[src/verilog/home_cfg.svh]
`ifndef HOME_CFG_SVH
`define HOME_CFG_SVH

// Axis count and data widths
`define NAX 4
`define FRAC_BITS 10

// Clock and motion update rate
`define CLK_HZ 200000000
`define UPD_RATE_HZ 1024
`define UPD_CYCLES (`CLK_HZ / `UPD_RATE_HZ)

// Reset values
`define GAIN_RST 16'h0001

// Queue usage of a home command
`define CMDQ_HOME 8'h03
`define ARGQ_SINGLE 10'h001
`define ARGQ_MULTI 10'h00B
`define ARGQ_ENC 10'h002
`define CMDQ_PA 8'h02
`define CMDQ_SETTLE 8'h02
`define ARGQ_SETTLE 10'h001
`define CMDQ_RESTORE 8'h04
`define CMDQ_RESTORE_S 8'h09
`define ARGQ_LINEAR 10'h004
`define ARGQ_SHORT_PARAB 10'h006
`define ARGQ_PARAB 10'h016
`define ARGQ_SCURVE 10'h068
`define ARGQ_CUSTOM_BASE 10'h002

`endif

[src/verilog/home_pkg.sv]
package home_pkg;

  typedef enum logic [2:0] {
    OP_NONE,
    OP_REPORT_HOLD_GAIN,
    OP_HOLD_GAIN_SET,
    OP_POLARITY_HIGH,
    OP_POLARITY_LOW,
    OP_HOME_FORWARD
  } cmd_t;

  typedef enum logic [2:0] {
    RAMP_LINEAR,
    RAMP_SHORT_PARAB,
    RAMP_PARAB,
    RAMP_COSINE,
    RAMP_CUSTOM,
    RAMP_SCURVE
  } ramp_t;

  typedef enum logic [1:0] {
    ST_IDLE,
    ST_SEEK,
    ST_STOP
  } axis_state_t;

endpackage

[src/verilog/home_ctrl.sv]
// Contract
// - Gain query answers at once, encoder stepper single
// - High polarity command makes high the home
// - Low polarity command; low default unless saved high
// - Multi mode empty argument keeps axis polarity
// - Home runs axis positive at set velocity
// - Switch mode uses home input only
// - On home load position, ramp to stop
// - Single no parameter loads zero; multi selects axes
// - Speed at update rate gives exact position
// - Home uses three command, one/eleven argument entries
// - Power auto and settle time add entries
// - After vector/contour move add restore entries
// - Encoder home needs index, A high, B low
`timescale 1ns/1ps
`default_nettype none
`include "home_cfg.svh"

module home_ctrl #(
  parameter int UPD_CYCLES = `UPD_CYCLES
) (
  // Clock and reset
  input wire logic clk,
  input wire logic rst,
  // Command port
  input wire logic cmd_valid,
  input wire home_pkg::cmd_t cmd_op,
  input wire logic multi_mode,
  input wire logic [1:0] axis_sel,
  input wire logic [3:0] arg_present,
  input wire logic [127:0] arg_val,
  // Axis configuration
  input wire logic [3:0] axis_stepper,
  input wire logic [3:0] axis_encoder,
  input wire logic [3:0] encoder_qualified_homing_mode,
  input wire logic [3:0] save_power_up_defaults,
  input wire logic [95:0] velocity_setting,
  input wire logic [127:0] acceleration_setting,
  // Queue accounting conditions
  input wire logic automatic_power_mode,
  input wire logic settle_time_set,
  input wire logic last_vector_or_contour,
  input wire home_pkg::ramp_t ramp_type,
  input wire logic [7:0] ramp_segments,
  // Axis pins
  input wire logic [3:0] home_pin,
  input wire logic [3:0] index_pin,
  input wire logic [3:0] phase_a_pin,
  input wire logic [3:0] phase_b_pin,
  // Status
  output logic [3:0] home_polarity_high,
  output logic [127:0] position,
  output logic [3:0] axis_busy,
  output logic [3:0] home_found,
  output logic report_valid,
  output logic report_err,
  output logic [15:0] report_hold_gain,
  output logic [7:0] cmdq_used,
  output logic [9:0] argq_used
);

  ////////////////////////////////////////////////////////////////////////
  // Update pacing: one-cycle enable per motion update
  logic [31:0] tick_cnt_r, tick_cnt_nxt;
  logic tick_r, tick_nxt;

  always_comb begin
    tick_nxt = 1'b0;
    tick_cnt_nxt = tick_cnt_r + 32'h0000_0001;
    if (tick_cnt_r >= 32'(UPD_CYCLES - 1)) begin
      tick_cnt_nxt = 32'h0000_0000;
      tick_nxt = 1'b1;
    end
  end

  always_ff @(posedge clk or posedge rst) begin
    if (rst) begin
      tick_cnt_r <= 32'h0000_0000;
      tick_r <= 1'b0;
    end else begin
      tick_cnt_r <= tick_cnt_nxt;
      tick_r <= tick_nxt;
    end
  end

  ////////////////////////////////////////////////////////////////////////
  // Command decode: polarity, gain, report and home start
  logic init_r, init_nxt;
  logic [3:0] pol_r, pol_nxt;
  logic [15:0] gain_r [4];
  logic [15:0] gain_nxt [4];
  logic [3:0] start_r, start_nxt;
  logic [31:0] load_r [4];
  logic [31:0] load_nxt [4];
  logic rep_v_r, rep_v_nxt;
  logic rep_e_r, rep_e_nxt;
  logic [15:0] rep_g_r, rep_g_nxt;
  logic [3:0] addr;
  logic [15:0] cur_gain;

  assign cur_gain = gain_r[axis_sel];

  always_comb begin
    init_nxt = 1'b1;
    pol_nxt = pol_r;
    start_nxt = 4'h0;
    rep_v_nxt = 1'b0;
    rep_e_nxt = 1'b0;
    rep_g_nxt = rep_g_r;
    // Multi-axis modes address by argument position
    addr = multi_mode ? arg_present : (4'h1 << axis_sel);
    for (int i = 0; i < `NAX; i++) begin
      gain_nxt[i] = gain_r[i];
      load_nxt[i] = load_r[i];
    end
    if (!init_r) begin
      // Saved power-up level taken just after reset release
      pol_nxt = save_power_up_defaults;
    end else if (cmd_valid) begin
      case (cmd_op)
        home_pkg::OP_REPORT_HOLD_GAIN: begin
          rep_v_nxt = 1'b1;
          if (!multi_mode && axis_stepper[axis_sel] &&
              axis_encoder[axis_sel]) begin
            rep_g_nxt = cur_gain;
          end else begin
            rep_e_nxt = 1'b1;
          end
        end
        home_pkg::OP_HOLD_GAIN_SET: begin
          for (int i = 0; i < `NAX; i++) begin
            if (addr[i]) begin
              gain_nxt[i] = arg_val[i*32 +: 16];
            end
          end
        end
        home_pkg::OP_POLARITY_HIGH: begin
          pol_nxt = pol_r | addr;
        end
        home_pkg::OP_POLARITY_LOW: begin
          pol_nxt = pol_r & ~addr;
        end
        home_pkg::OP_HOME_FORWARD: begin
          start_nxt = addr;
          for (int i = 0; i < `NAX; i++) begin
            if (addr[i]) begin
              load_nxt[i] = arg_present[i] ? arg_val[i*32 +: 32]
                                           : 32'h0000_0000;
            end
          end
        end
        default: begin
        end
      endcase
    end
  end

  always_ff @(posedge clk or posedge rst) begin
    if (rst) begin
      init_r <= 1'b0;
      pol_r <= 4'h0;
      start_r <= 4'h0;
      rep_v_r <= 1'b0;
      rep_e_r <= 1'b0;
      rep_g_r <= 16'h0000;
      for (int i = 0; i < `NAX; i++) begin
        gain_r[i] <= `GAIN_RST;
        load_r[i] <= 32'h0000_0000;
      end
    end else begin
      init_r <= init_nxt;
      pol_r <= pol_nxt;
      start_r <= start_nxt;
      rep_v_r <= rep_v_nxt;
      rep_e_r <= rep_e_nxt;
      rep_g_r <= rep_g_nxt;
      for (int i = 0; i < `NAX; i++) begin
        gain_r[i] <= gain_nxt[i];
        load_r[i] <= load_nxt[i];
      end
    end
  end

  ////////////////////////////////////////////////////////////////////////
  // Queue usage of each accepted home command
  logic [7:0] cq_r, cq_nxt;
  logic [9:0] aq_r, aq_nxt;
  logic home_cmd;

  assign home_cmd = init_r && cmd_valid &&
                    cmd_op == home_pkg::OP_HOME_FORWARD;

  always_comb begin
    cq_nxt = cq_r;
    aq_nxt = aq_r;
    if (home_cmd) begin
      cq_nxt = `CMDQ_HOME;
      aq_nxt = multi_mode ? `ARGQ_MULTI : `ARGQ_SINGLE;
      if (|(addr & (axis_encoder | ~axis_stepper))) begin
        aq_nxt = aq_nxt + `ARGQ_ENC;
      end
      if (automatic_power_mode) begin
        cq_nxt = cq_nxt + `CMDQ_PA;
      end
      if (settle_time_set) begin
        cq_nxt = cq_nxt + `CMDQ_SETTLE;
        aq_nxt = aq_nxt + `ARGQ_SETTLE;
      end
      // Restoring accel and velocity costs per ramp type
      if (last_vector_or_contour) begin
        case (ramp_type)
          home_pkg::RAMP_LINEAR: begin
            cq_nxt = cq_nxt + `CMDQ_RESTORE;
            aq_nxt = aq_nxt + `ARGQ_LINEAR;
          end
          home_pkg::RAMP_SHORT_PARAB: begin
            cq_nxt = cq_nxt + `CMDQ_RESTORE;
            aq_nxt = aq_nxt + `ARGQ_SHORT_PARAB;
          end
          home_pkg::RAMP_CUSTOM: begin
            cq_nxt = cq_nxt + `CMDQ_RESTORE;
            aq_nxt = aq_nxt + {1'b0, ramp_segments, 1'b0} +
                     `ARGQ_CUSTOM_BASE;
          end
          home_pkg::RAMP_SCURVE: begin
            cq_nxt = cq_nxt + `CMDQ_RESTORE_S;
            aq_nxt = aq_nxt + `ARGQ_SCURVE;
          end
          default: begin
            cq_nxt = cq_nxt + `CMDQ_RESTORE;
            aq_nxt = aq_nxt + `ARGQ_PARAB;
          end
        endcase
      end
    end
  end

  always_ff @(posedge clk or posedge rst) begin
    if (rst) begin
      cq_r <= 8'h00;
      aq_r <= 10'h000;
    end else begin
      cq_r <= cq_nxt;
      aq_r <= aq_nxt;
    end
  end

  ////////////////////////////////////////////////////////////////////////
  // Axes
  genvar g;
  generate
    for (g = 0; g < `NAX; g++) begin : gen_axis
      home_axis u_axis (
        .clk(clk),
        .rst(rst),
        .tick(tick_r),
        .start(start_r[g]),
        .load_val(load_r[g]),
        .pol_high(pol_r[g]),
        .enc_mode(encoder_qualified_homing_mode[g]),
        .vel(velocity_setting[g*24 +: 24]),
        .accel(acceleration_setting[g*32 +: 32]),
        .home_pin(home_pin[g]),
        .idx_pin(index_pin[g]),
        .a_pin(phase_a_pin[g]),
        .b_pin(phase_b_pin[g]),
        .pos(position[g*32 +: 32]),
        .busy(axis_busy[g]),
        .found(home_found[g])
      );
    end
  endgenerate

  assign home_polarity_high = pol_r;
  assign report_valid = rep_v_r;
  assign report_err = rep_e_r;
  assign report_hold_gain = rep_g_r;
  assign cmdq_used = cq_r;
  assign argq_used = aq_r;
endmodule
`default_nettype wire

[src/verilog/home_axis.sv]
`timescale 1ns/1ps
`default_nettype none
`include "home_cfg.svh"

module home_axis (
  // Clock and reset
  input wire logic clk,
  input wire logic rst,
  // Pacing and control
  input wire logic tick,
  input wire logic start,
  input wire logic [31:0] load_val,
  input wire logic pol_high,
  input wire logic enc_mode,
  input wire logic [23:0] vel,
  input wire logic [31:0] accel,
  // Pins
  input wire logic home_pin,
  input wire logic idx_pin,
  input wire logic a_pin,
  input wire logic b_pin,
  // Status
  output logic [31:0] pos,
  output logic busy,
  output logic found
);

  ////////////////////////////////////////////////////////////////////////
  // Pin synchronisers
  logic [3:0] s1_r;
  logic [3:0] s2_r;
  logic home_true;

  always_ff @(posedge clk or posedge rst) begin
    if (rst) begin
      s1_r <= 4'h0;
      s2_r <= 4'h0;
    end else begin
      s1_r <= {home_pin, idx_pin, a_pin, b_pin};
      s2_r <= s1_r;
    end
  end

  // Switch mode looks only at the home input
  assign home_true = (s2_r[3] == pol_high) &&
                     (!enc_mode || (s2_r[2] && s2_r[1] && !s2_r[0]));

  ////////////////////////////////////////////////////////////////////////
  // Motion state: position and speed carry fractional update bits
  home_pkg::axis_state_t st_r, st_nxt;
  logic [41:0] pos_fx_r, pos_fx_nxt;
  logic [33:0] vel_fx_r, vel_fx_nxt;
  logic found_r, found_nxt;
  logic busy_r, busy_nxt;
  logic [41:0] step_fx;

  assign step_fx = {8'h00, vel_fx_r};

  always_comb begin
    st_nxt = st_r;
    pos_fx_nxt = pos_fx_r;
    vel_fx_nxt = vel_fx_r;
    found_nxt = 1'b0;
    case (st_r)
      home_pkg::ST_IDLE: begin
        if (start) begin
          st_nxt = home_pkg::ST_SEEK;
          vel_fx_nxt = {vel, 10'h000};
        end
      end
      home_pkg::ST_SEEK: begin
        // Home is judged once per update, first true one wins
        if (tick) begin
          if (home_true) begin
            pos_fx_nxt = {load_val, 10'h000};
            st_nxt = home_pkg::ST_STOP;
            found_nxt = 1'b1;
          end else begin
            // At most one whole step per update below the update rate
            pos_fx_nxt = pos_fx_r + (step_fx >> `FRAC_BITS);
          end
        end
      end
      home_pkg::ST_STOP: begin
        if (tick) begin
          pos_fx_nxt = pos_fx_r + (step_fx >> `FRAC_BITS);
          if (vel_fx_r <= {2'b00, accel}) begin
            vel_fx_nxt = 34'h0_0000_0000;
            st_nxt = home_pkg::ST_IDLE;
          end else begin
            vel_fx_nxt = vel_fx_r - {2'b00, accel};
          end
        end
      end
      default: st_nxt = home_pkg::ST_IDLE;
    endcase
    busy_nxt = (st_nxt != home_pkg::ST_IDLE);
  end

  always_ff @(posedge clk or posedge rst) begin
    if (rst) begin
      st_r <= home_pkg::ST_IDLE;
      pos_fx_r <= 42'h000_0000_0000;
      vel_fx_r <= 34'h0_0000_0000;
      found_r <= 1'b0;
      busy_r <= 1'b0;
    end else begin
      st_r <= st_nxt;
      pos_fx_r <= pos_fx_nxt;
      vel_fx_r <= vel_fx_nxt;
      found_r <= found_nxt;
      busy_r <= busy_nxt;
    end
  end

  assign pos = pos_fx_r[41:10];
  assign busy = busy_r;
  assign found = found_r;
endmodule
`default_nettype wire

[config.mk]
export PLATFORM = sky130hd
export DESIGN_NAME = home_ctrl
export DESIGN_NICKNAME = d
export VERILOG_FILES = /design/src/verilog/home_pkg.sv /design/src/verilog/home_ctrl.sv /design/src/verilog/home_axis.sv
export VERILOG_INCLUDE_DIRS = /design/src /design/src/verilog
export SDC_FILE = /design/constraint.sdc
export NUM_CORES = 2
export LEC_CHECK = 0
export BUFFER_PORTS_ARGS = -buffer_cell sky130_fd_sc_hd__buf_4
export CAP_MARGIN = 10
export CORE_ASPECT_RATIO = 1.2
export CORE_MARGIN = 4
export CORE_UTILIZATION = 50
export DETAILED_ROUTE_END_ITERATION = 8
export HOLD_SLACK_MARGIN = 0.03
export PLACE_DENSITY = 0.71
export SYNTH_ARGS = -nofsm -noshare
export SYNTH_HDL_FRONTEND = slang
export SYNTH_SLANG_ARGS = --single-unit
[constraint.sdc]
create_clock -name clk -period 36.4 [get_ports clk]
set_clock_uncertainty 0.15 [all_clocks]
set_input_delay 3.64 -clock clk [delete_from_list [all_inputs] [get_ports clk]]
set_output_delay 3.64 -clock clk [all_outputs]
set_load 0.005 [all_outputs]
=== After elaboration in Yosys (flattened, before gate mapping) ===
Index checks and enable logic that the tools add are counted.

* Bits in registers: 622
* Input port bits: 411
* Output and inout port bits: 176

* Reduce and logical (&&, ||, !) cells: 65
* Bitwise gates (word level): 7
* Eq/ne operators: 34
* $lt $le $gt $ge: 7
* $add $sub $neg: 20
* Muxes and demuxes: 108
* Shift operators: 1

{| class="wikitable"
|+ Operators with widths
! operator !! count
|-
| 2-to-1 mux 42 bit || 12
|-
| 2-to-1 mux 34 bit || 12
|-
| case mux 42 bit (2 select lines) || 4
|-
| case mux 34 bit (2 select lines) || 4
|-
| adder 42 x 24 -> 42 bit || 4
|-
| 2-to-1 mux 32 bit || 5
|-
| less-or-equal comparator 34 x 32 -> 1 bit || 4
|-
| subtractor 34 x 32 -> 34 bit || 4
|-
| 2-to-1 mux 10 bit || 4
|-
| 2-to-1 mux 2 bit || 20
|-
| 2-to-1 mux 8 bit || 5
|-
| case mux 10 bit (4 select lines) || 1
|-
| AND reduction 4 bit || 9
|-
| adder 32 x 1 -> 32 bit (second input constant) || 1
|-
| binary-select mux 16 bit (select 2 bit) || 1
|-
| greater-or-equal comparator 32 x 18 -> 1 bit (second input constant) || 1
|-
| 2-to-1 mux 16 bit || 2
|-
| 2-to-1 mux 4 bit || 7
|-
| != test 2 bit (second input constant) || 13
|-
| case mux 2 bit (3 select lines) || 4
|-
| AND reduction 3 bit || 8
|-
| nonzero test 2 bit || 12
|-
| 2-to-1 mux 1 bit || 22
|-
| adder 10 x 3 -> 10 bit (second input constant) || 2
|-
| 34 further kinds || 81
|}

=== Longest topological paths before layout ===
* Depth after elaboration: 13
* Depth in mapped cells: 21

=== Hierarchy ===
Synthesis repeated with hierarchy kept, for this count alone.

* Cell total of the unflattened synthesis: 4,683
* Area total of the unflattened synthesis: 40,712.8 µm²

{| class="wikitable"
|+ By module, submodules not included
! module !! times used !! seq. area each (µm²) !! cells each !! area each (µm²)
|-
| home_axis at gen_axis[1].u_axis ... || 2 || 2,202.1 || 895 || 7,241.9
|-
| home_ctrl || 1 || 6,686.4 || 1,088 || 11,579.9
|-
| home_axis at gen_axis[0].u_axis || 1 || 2,202.1 || 927 || 7,420.9
|-
| home_axis at gen_axis[3].u_axis || 1 || 2,202.1 || 878 || 7,228.2
|}

=== Worst setup path before layout ===
No wires, ideal clock.

* Path type: input-to-reg
* Start: input multi_mode
* End: register aq_r[4], in the netlist argq_used[4]
* Required time: 36.167 ns
* Stages on the path: 20
* Arrival: 6.761 ns
* Library setup time: 0.083 ns
* Path slack: 29.406 ns
* Buffers on the path: 1
* Cells stage by stage: clkbuf_1 -> inv_1 -> and3_1 -> a21oi_1 -> o221ai_1 -> inv_1 -> ha_1 -> xor2_1 -> inv_1 -> ha_1 -> inv_1 -> ha_1 -> inv_1 -> fa_1 -> xor2_1 -> a211oi_1 -> a31oi_1 -> o221ai_1 -> o21ai_0 -> o21ai_0

* Word-level cells in the longest chain between the ends: 12
* Elaborated cells between the ends (all ways): 18
* Classes of those cells: 8 x add/sub; 8 x mux; 1 x bitwise; 1 x reduce/logical

{| class="wikitable"
|+ Ends and longest elaborated chain
! element !! RTL line !! text
|-
| from (decl) || home_ctrl.sv:28 || <nowiki>input wire logic multi_mode,</nowiki>
|-
| parallel branches: the longest is 3 deep, another holds adder 4 x 2 -> 5 bit || -- ||
|-
| 2-to-1 mux 5 bit * || home_ctrl.sv:199 || <nowiki>if (|(addr & (axis_encoder | ~axis_stepper))) begin</nowiki>
|-
| 2-to-1 mux 10 bit * || home_ctrl.sv:196 || <nowiki>if (home_cmd) begin</nowiki>
|-
| adder 10 x 1 -> 10 bit (no source line) || -- ||
|-
| 2-to-1 mux 10 bit * || home_ctrl.sv:205 || <nowiki>if (settle_time_set) begin</nowiki>
|-
| 2-to-1 mux 10 bit * || home_ctrl.sv:196 ||
|-
| adder 10 x 9 -> 10 bit || home_ctrl.sv:222 || <nowiki>aq_nxt = aq_nxt + {1'b0, ramp_segments, 1'b0} +</nowiki>
|-
| adder 10 x 2 -> 10 bit (no source line) || -- ||
|-
| case mux 10 bit (4 select lines) || home_ctrl.sv:211 || <nowiki>case (ramp_type)</nowiki>
|-
| 2-to-1 mux 10 bit * || home_ctrl.sv:210 || <nowiki>if (last_vector_or_contour) begin</nowiki>
|-
| to (signal assigned) || home_ctrl.sv:244 || <nowiki>aq_r <= aq_nxt;</nowiki>
|-
| to (decl) || home_ctrl.sv:187 || <nowiki>logic [9:0] aq_r, aq_nxt;</nowiki>
|}

Every way passes the cells marked *. The select of a mux whose other input is x is not followed.
A chain may end at the register's enable or synchronous reset.

=== Worst setup path in the final report ===
* Start: input acceleration_setting[0]
* End: register gen_axis[0].u_axis.vel_fx_r[2]

* Word-level cells in the longest chain between the ends: 4
* Elaborated cells between the ends (all ways): 5
* Classes of those cells: 1 x add/sub; 1 x order compare; 3 x mux

{| class="wikitable"
|+ Ends and longest elaborated chain
! element !! RTL line !! text
|-
| from (decl) || home_ctrl.sv:38 || <nowiki>input wire logic [127:0] acceleration_setting,</nowiki>
|-
| subtractor 34 x 32 -> 34 bit / less-or-equal comparator 34 x 32 -> 1 bit (equally long branches) || home_axis.sv:91, home_axis.sv:87 ||
|-
| 2-to-1 mux 34 bit * || home_axis.sv:87 || <nowiki>if (vel_fx_r <= {2'b00, accel}) begin</nowiki>
|-
| 2-to-1 mux 34 bit * || home_axis.sv:85 || <nowiki>if (tick) begin</nowiki>
|-
| case mux 34 bit (2 select lines) * || home_axis.sv:64 || <nowiki>case (st_r)</nowiki>
|-
| to (signal assigned) || home_axis.sv:110 || <nowiki>vel_fx_r <= vel_fx_nxt;</nowiki>
|-
| to (decl) || home_axis.sv:52 || <nowiki>logic [33:0] vel_fx_r, vel_fx_nxt;</nowiki>
|}

Every way passes the cells marked *; elsewhere a longest branch is shown, timed or not. The select of a mux whose other input is x is not followed.

==> metrics.csv <==
metric,value,unit
die_height,316.7,µm
clockBufferDepth,3,
grt_use_met1,39.61,%
synth_top_area_share,38.75,%
drt_iter0_drc,3025,
timing.critical_path.mode_cell,nand2_1,
met2_usage,49.72,%
dpl_cell_area,0.04390,mm²
cts_resized,0,
crit_arrival,7680,ps
die_x,265.3,µm
multi_input_area,0.02161,mm²
root_buffer,clkbuf_16,
final-max-slew-violation-count,0,
powerDensity,88.85,mW/mm²
h-tree-depth,3,
grt-busiest-layer,met2,
fillers,7021,
critPathCaptureType,flop,
cts_tree,done,
layout_common_cells,"buf_4 (621), dfrtp_1 (614), nand2_1 (597)",
routed_wl,129.2,mm
setup_viol,0,
period_needed,7380,ps
drive_above_1_share,18.15,%
p_comb_share,54.0,%
rows,112,
critPathLaunchType,input port,
hold_buffers,0,
drc,0,
die_area,0.08401,mm²
timing.rr.end,gen_axis[0].u_axis.vel_fx_r[2]$_DFFE_PP0P_,
grt_use_total,29.79,%
cp_top_family,compound AO/OA/AOI/OAI gates,
seq_area_frac_synth,39.02,%
rrSetupSlack,31710,ps
initial_utilization,50.78,%
swShare,44.10,%
place.gp.congestion,0.9690,
synth.distinct_cells,87,
rr_worst_depth,14,
critPathMaxFanout,21,
rsz0062_at_grt,no,
synthTopCellsByArea,"dfrtp_1 (39%), ha_1 (7.7%), nand2_1 (5.7%), a21oi_1 (4.4%), o21ai_0 (4.3%)",
synth_top_flop_cell,dfrtp_1,
netlist_area,0.03971,mm²
drtAntennaViolNets,0,
yosysTopAreaCell,dfrtp_1,
internal_power,0.002305,W
seq_area,0.01550,mm²
viasPerCell,5.877,
switching_power,0.001818,W
async_flop_share,100.0,%
maxCapViolCount,0,
min_path_cells,0,
dpl.hpwl,98.45,mm
place_ws,28510,ps
vdd_drop_max,53.91,µV
ioPinCount,587,
path_clk_slew,60,ps
grt_overflow,0,
finalHoldViolations,0,
portBuffers,583,
cts_setup_buffers,0,
yosys_warnings,0,
critPathRequiredTime,36700,ps
synth.avg_cell_area,8.745,µm²
timing.rr.start,gen_axis[0].u_axis.vel_fx_r[0]$_DFFE_PP0P_,
clkLatencyLatePin,620,ps
power_frac_seq,27.4,%
hold_end,gen_axis[2].u_axis.s2_r[3]$_DFF_PP0_,
synth_seq_cells,619,
slew-limit-headroom,28.83,%
period_share,20.28,%
wire_per_inst,21.58,µm
layout.nets,5561,
grt_pass1_vias,34331,
synth_edf_count,0,
area_delta_synth_final,16.85,%
outcome,"finished, final reports clean",
postLayoutCellArea,0.04640,mm²
via_count,35186,
antenna_found_initial,13,
p_clk_share,18.6,%
criticalPathCategory,in -> reg,
cp_slowest_cell,nand2_1,
finalSetupTns,0,ps
worst-path-buf-inv,2,
max_freq,135.5,MHz
grt_max_degree,182,
power.leakage,22.35,nW
setup_slack,29020,ps
synth_cells,4541,
whs,195.8,ps
slowest_delay,760,ps
grt_pass1_wl,198.0,mm
cts.sinks,619,
worstHoldStart,gen_axis[2].u_axis.s1_r[3]$_DFF_PP0_,
report.power.total,0.004123,W
cts_buffers,71,
tightestPinTransition,1064,ps
drtPass1Iterations,6,
core,0.07820,mm²
layout_commonest_cell,buf_4,
use_met3,5.440,%
hp-class,reg -> reg,
worstPathCellList,buf_4 > ha_1 > inv_1 > fa_1 > a21o_1 > a221oi_2 > o211a_1 > o211ai_1 > a211o_1 > o31a_1 > nand3_1 > nand2_1 > nand2_1 > o21ai_0,
## worst register-to-register path, delay by kind of cell (launching register included)
family,cells,cell delay [ps]
compound gates,7,1910
buf+inv,2,120
flops,1,360
fa+ha+maj,2,580
simple gates,3,1410
## cells by family after synthesis
family	share of synthesized area, %
and+or+nand+nor	16.71
AOI/OAI and AO/OA	21.02
muxes	3.734
adders and majority gates	8.110
DFF	39.02
xor gates and xnor gates	4.632
other	0.01891
buffers and inverters	6.758
## layout make-up
type                    instances  share of cell area [%]
diodes                          8                 0.04314
clock buffers                  94                   4.430
clock inverters                34                  0.9222
inverters                     212                   1.731
multi-input cells            3371                   46.58
flip-flops and latches        619                   33.40
well taps                    1026                   2.767
repair buffers                623                   10.13
## per-stage QoR
stage	cells	utilization (%)
floorplan	4557	-
global placement	5851	56.14
detailed placement	5851	56.14
CTS	5979	59.32
global route	5980	59.32
finish	5987	59.34
## per-layer routing
layer  share of wire, %  routed length, µm
met2                 47              61200
met1                 42              53800
met3                7.8              10110
met5              0.057                 74
met4                3.1               4041
## Yosys cell counts (29+ instances only)
library cell and count:
dfrtp_1 615, nand2_1 599, nor2_1 364, a21oi_1 353, o21ai_0 338, ha_1 243, inv_1 212, clkbuf_1 196
buf_4 144, a21o_1 132, nand3_1 130, xnor2_1 126, xor2_1 84, and3_1 81, mux2_2 81, a221oi_1 56
nor3_1 55, o22ai_1 51, a31oi_1 43, nand4_1 43, nor2b_1 40, nand2b_1 34, o21bai_1 29, o31ai_1 29
## registers in the layout, indices dropped and copies added, names as in the netlist, named ones only
name and count:
gen_axis.u_axis.s2_r 16, report_hold_gain 16, start_r 4, gen_axis.u_axis.vel_fx_r 136
cmdq_used 5, gen_axis.u_axis.s1_r 16, argq_used 10, gen_axis.u_axis.pos_fx_r 168
report_err 1, gen_axis.u_axis.busy 4, gain_r 64, report_valid 1
gen_axis.u_axis.found 4, gen_axis.u_axis.st_r 8, tick_cnt_r 32, tick_r 1
load_r 128, init_r 1
## how the worst max path moves through the flow
stage                                 start                                           to  slack (ps)  cells after the start
finish              acceleration_setting[0]   gen_axis[0].u_axis.vel_fx_r[2]$_DFFE_PP0P_       29020                     14
global placement    acceleration_setting[0]  gen_axis[0].u_axis.vel_fx_r[32]$_DFFE_PP0P_       28580                     14
floorplan                               rst                                    async pin       15280                      1
CTS                 acceleration_setting[0]   gen_axis[0].u_axis.vel_fx_r[2]$_DFFE_PP0P_       29150                     14
global route        acceleration_setting[0]  gen_axis[0].u_axis.vel_fx_r[32]$_DFFE_PP0P_       28850                     14
detailed placement  acceleration_setting[0]   gen_axis[0].u_axis.vel_fx_r[2]$_DFFE_PP0P_       28510                     14
## power by group through the flow
stage / Clock (W) / Combinational, W / Sequential (W)
finish: 0.000766 / 0.00222 / 0.00113
global route: 0.000809 / 0.00247 / 0.00115
CTS: 0.000780 / 0.00220 / 0.00113
detailed placement: 0 / 0.00219 / 0.00113
global placement: 0 / 0.00216 / 0.00113
floorplan: 0 / 0.00174 / 0.00103
Power figures use the tool's default switching activity.
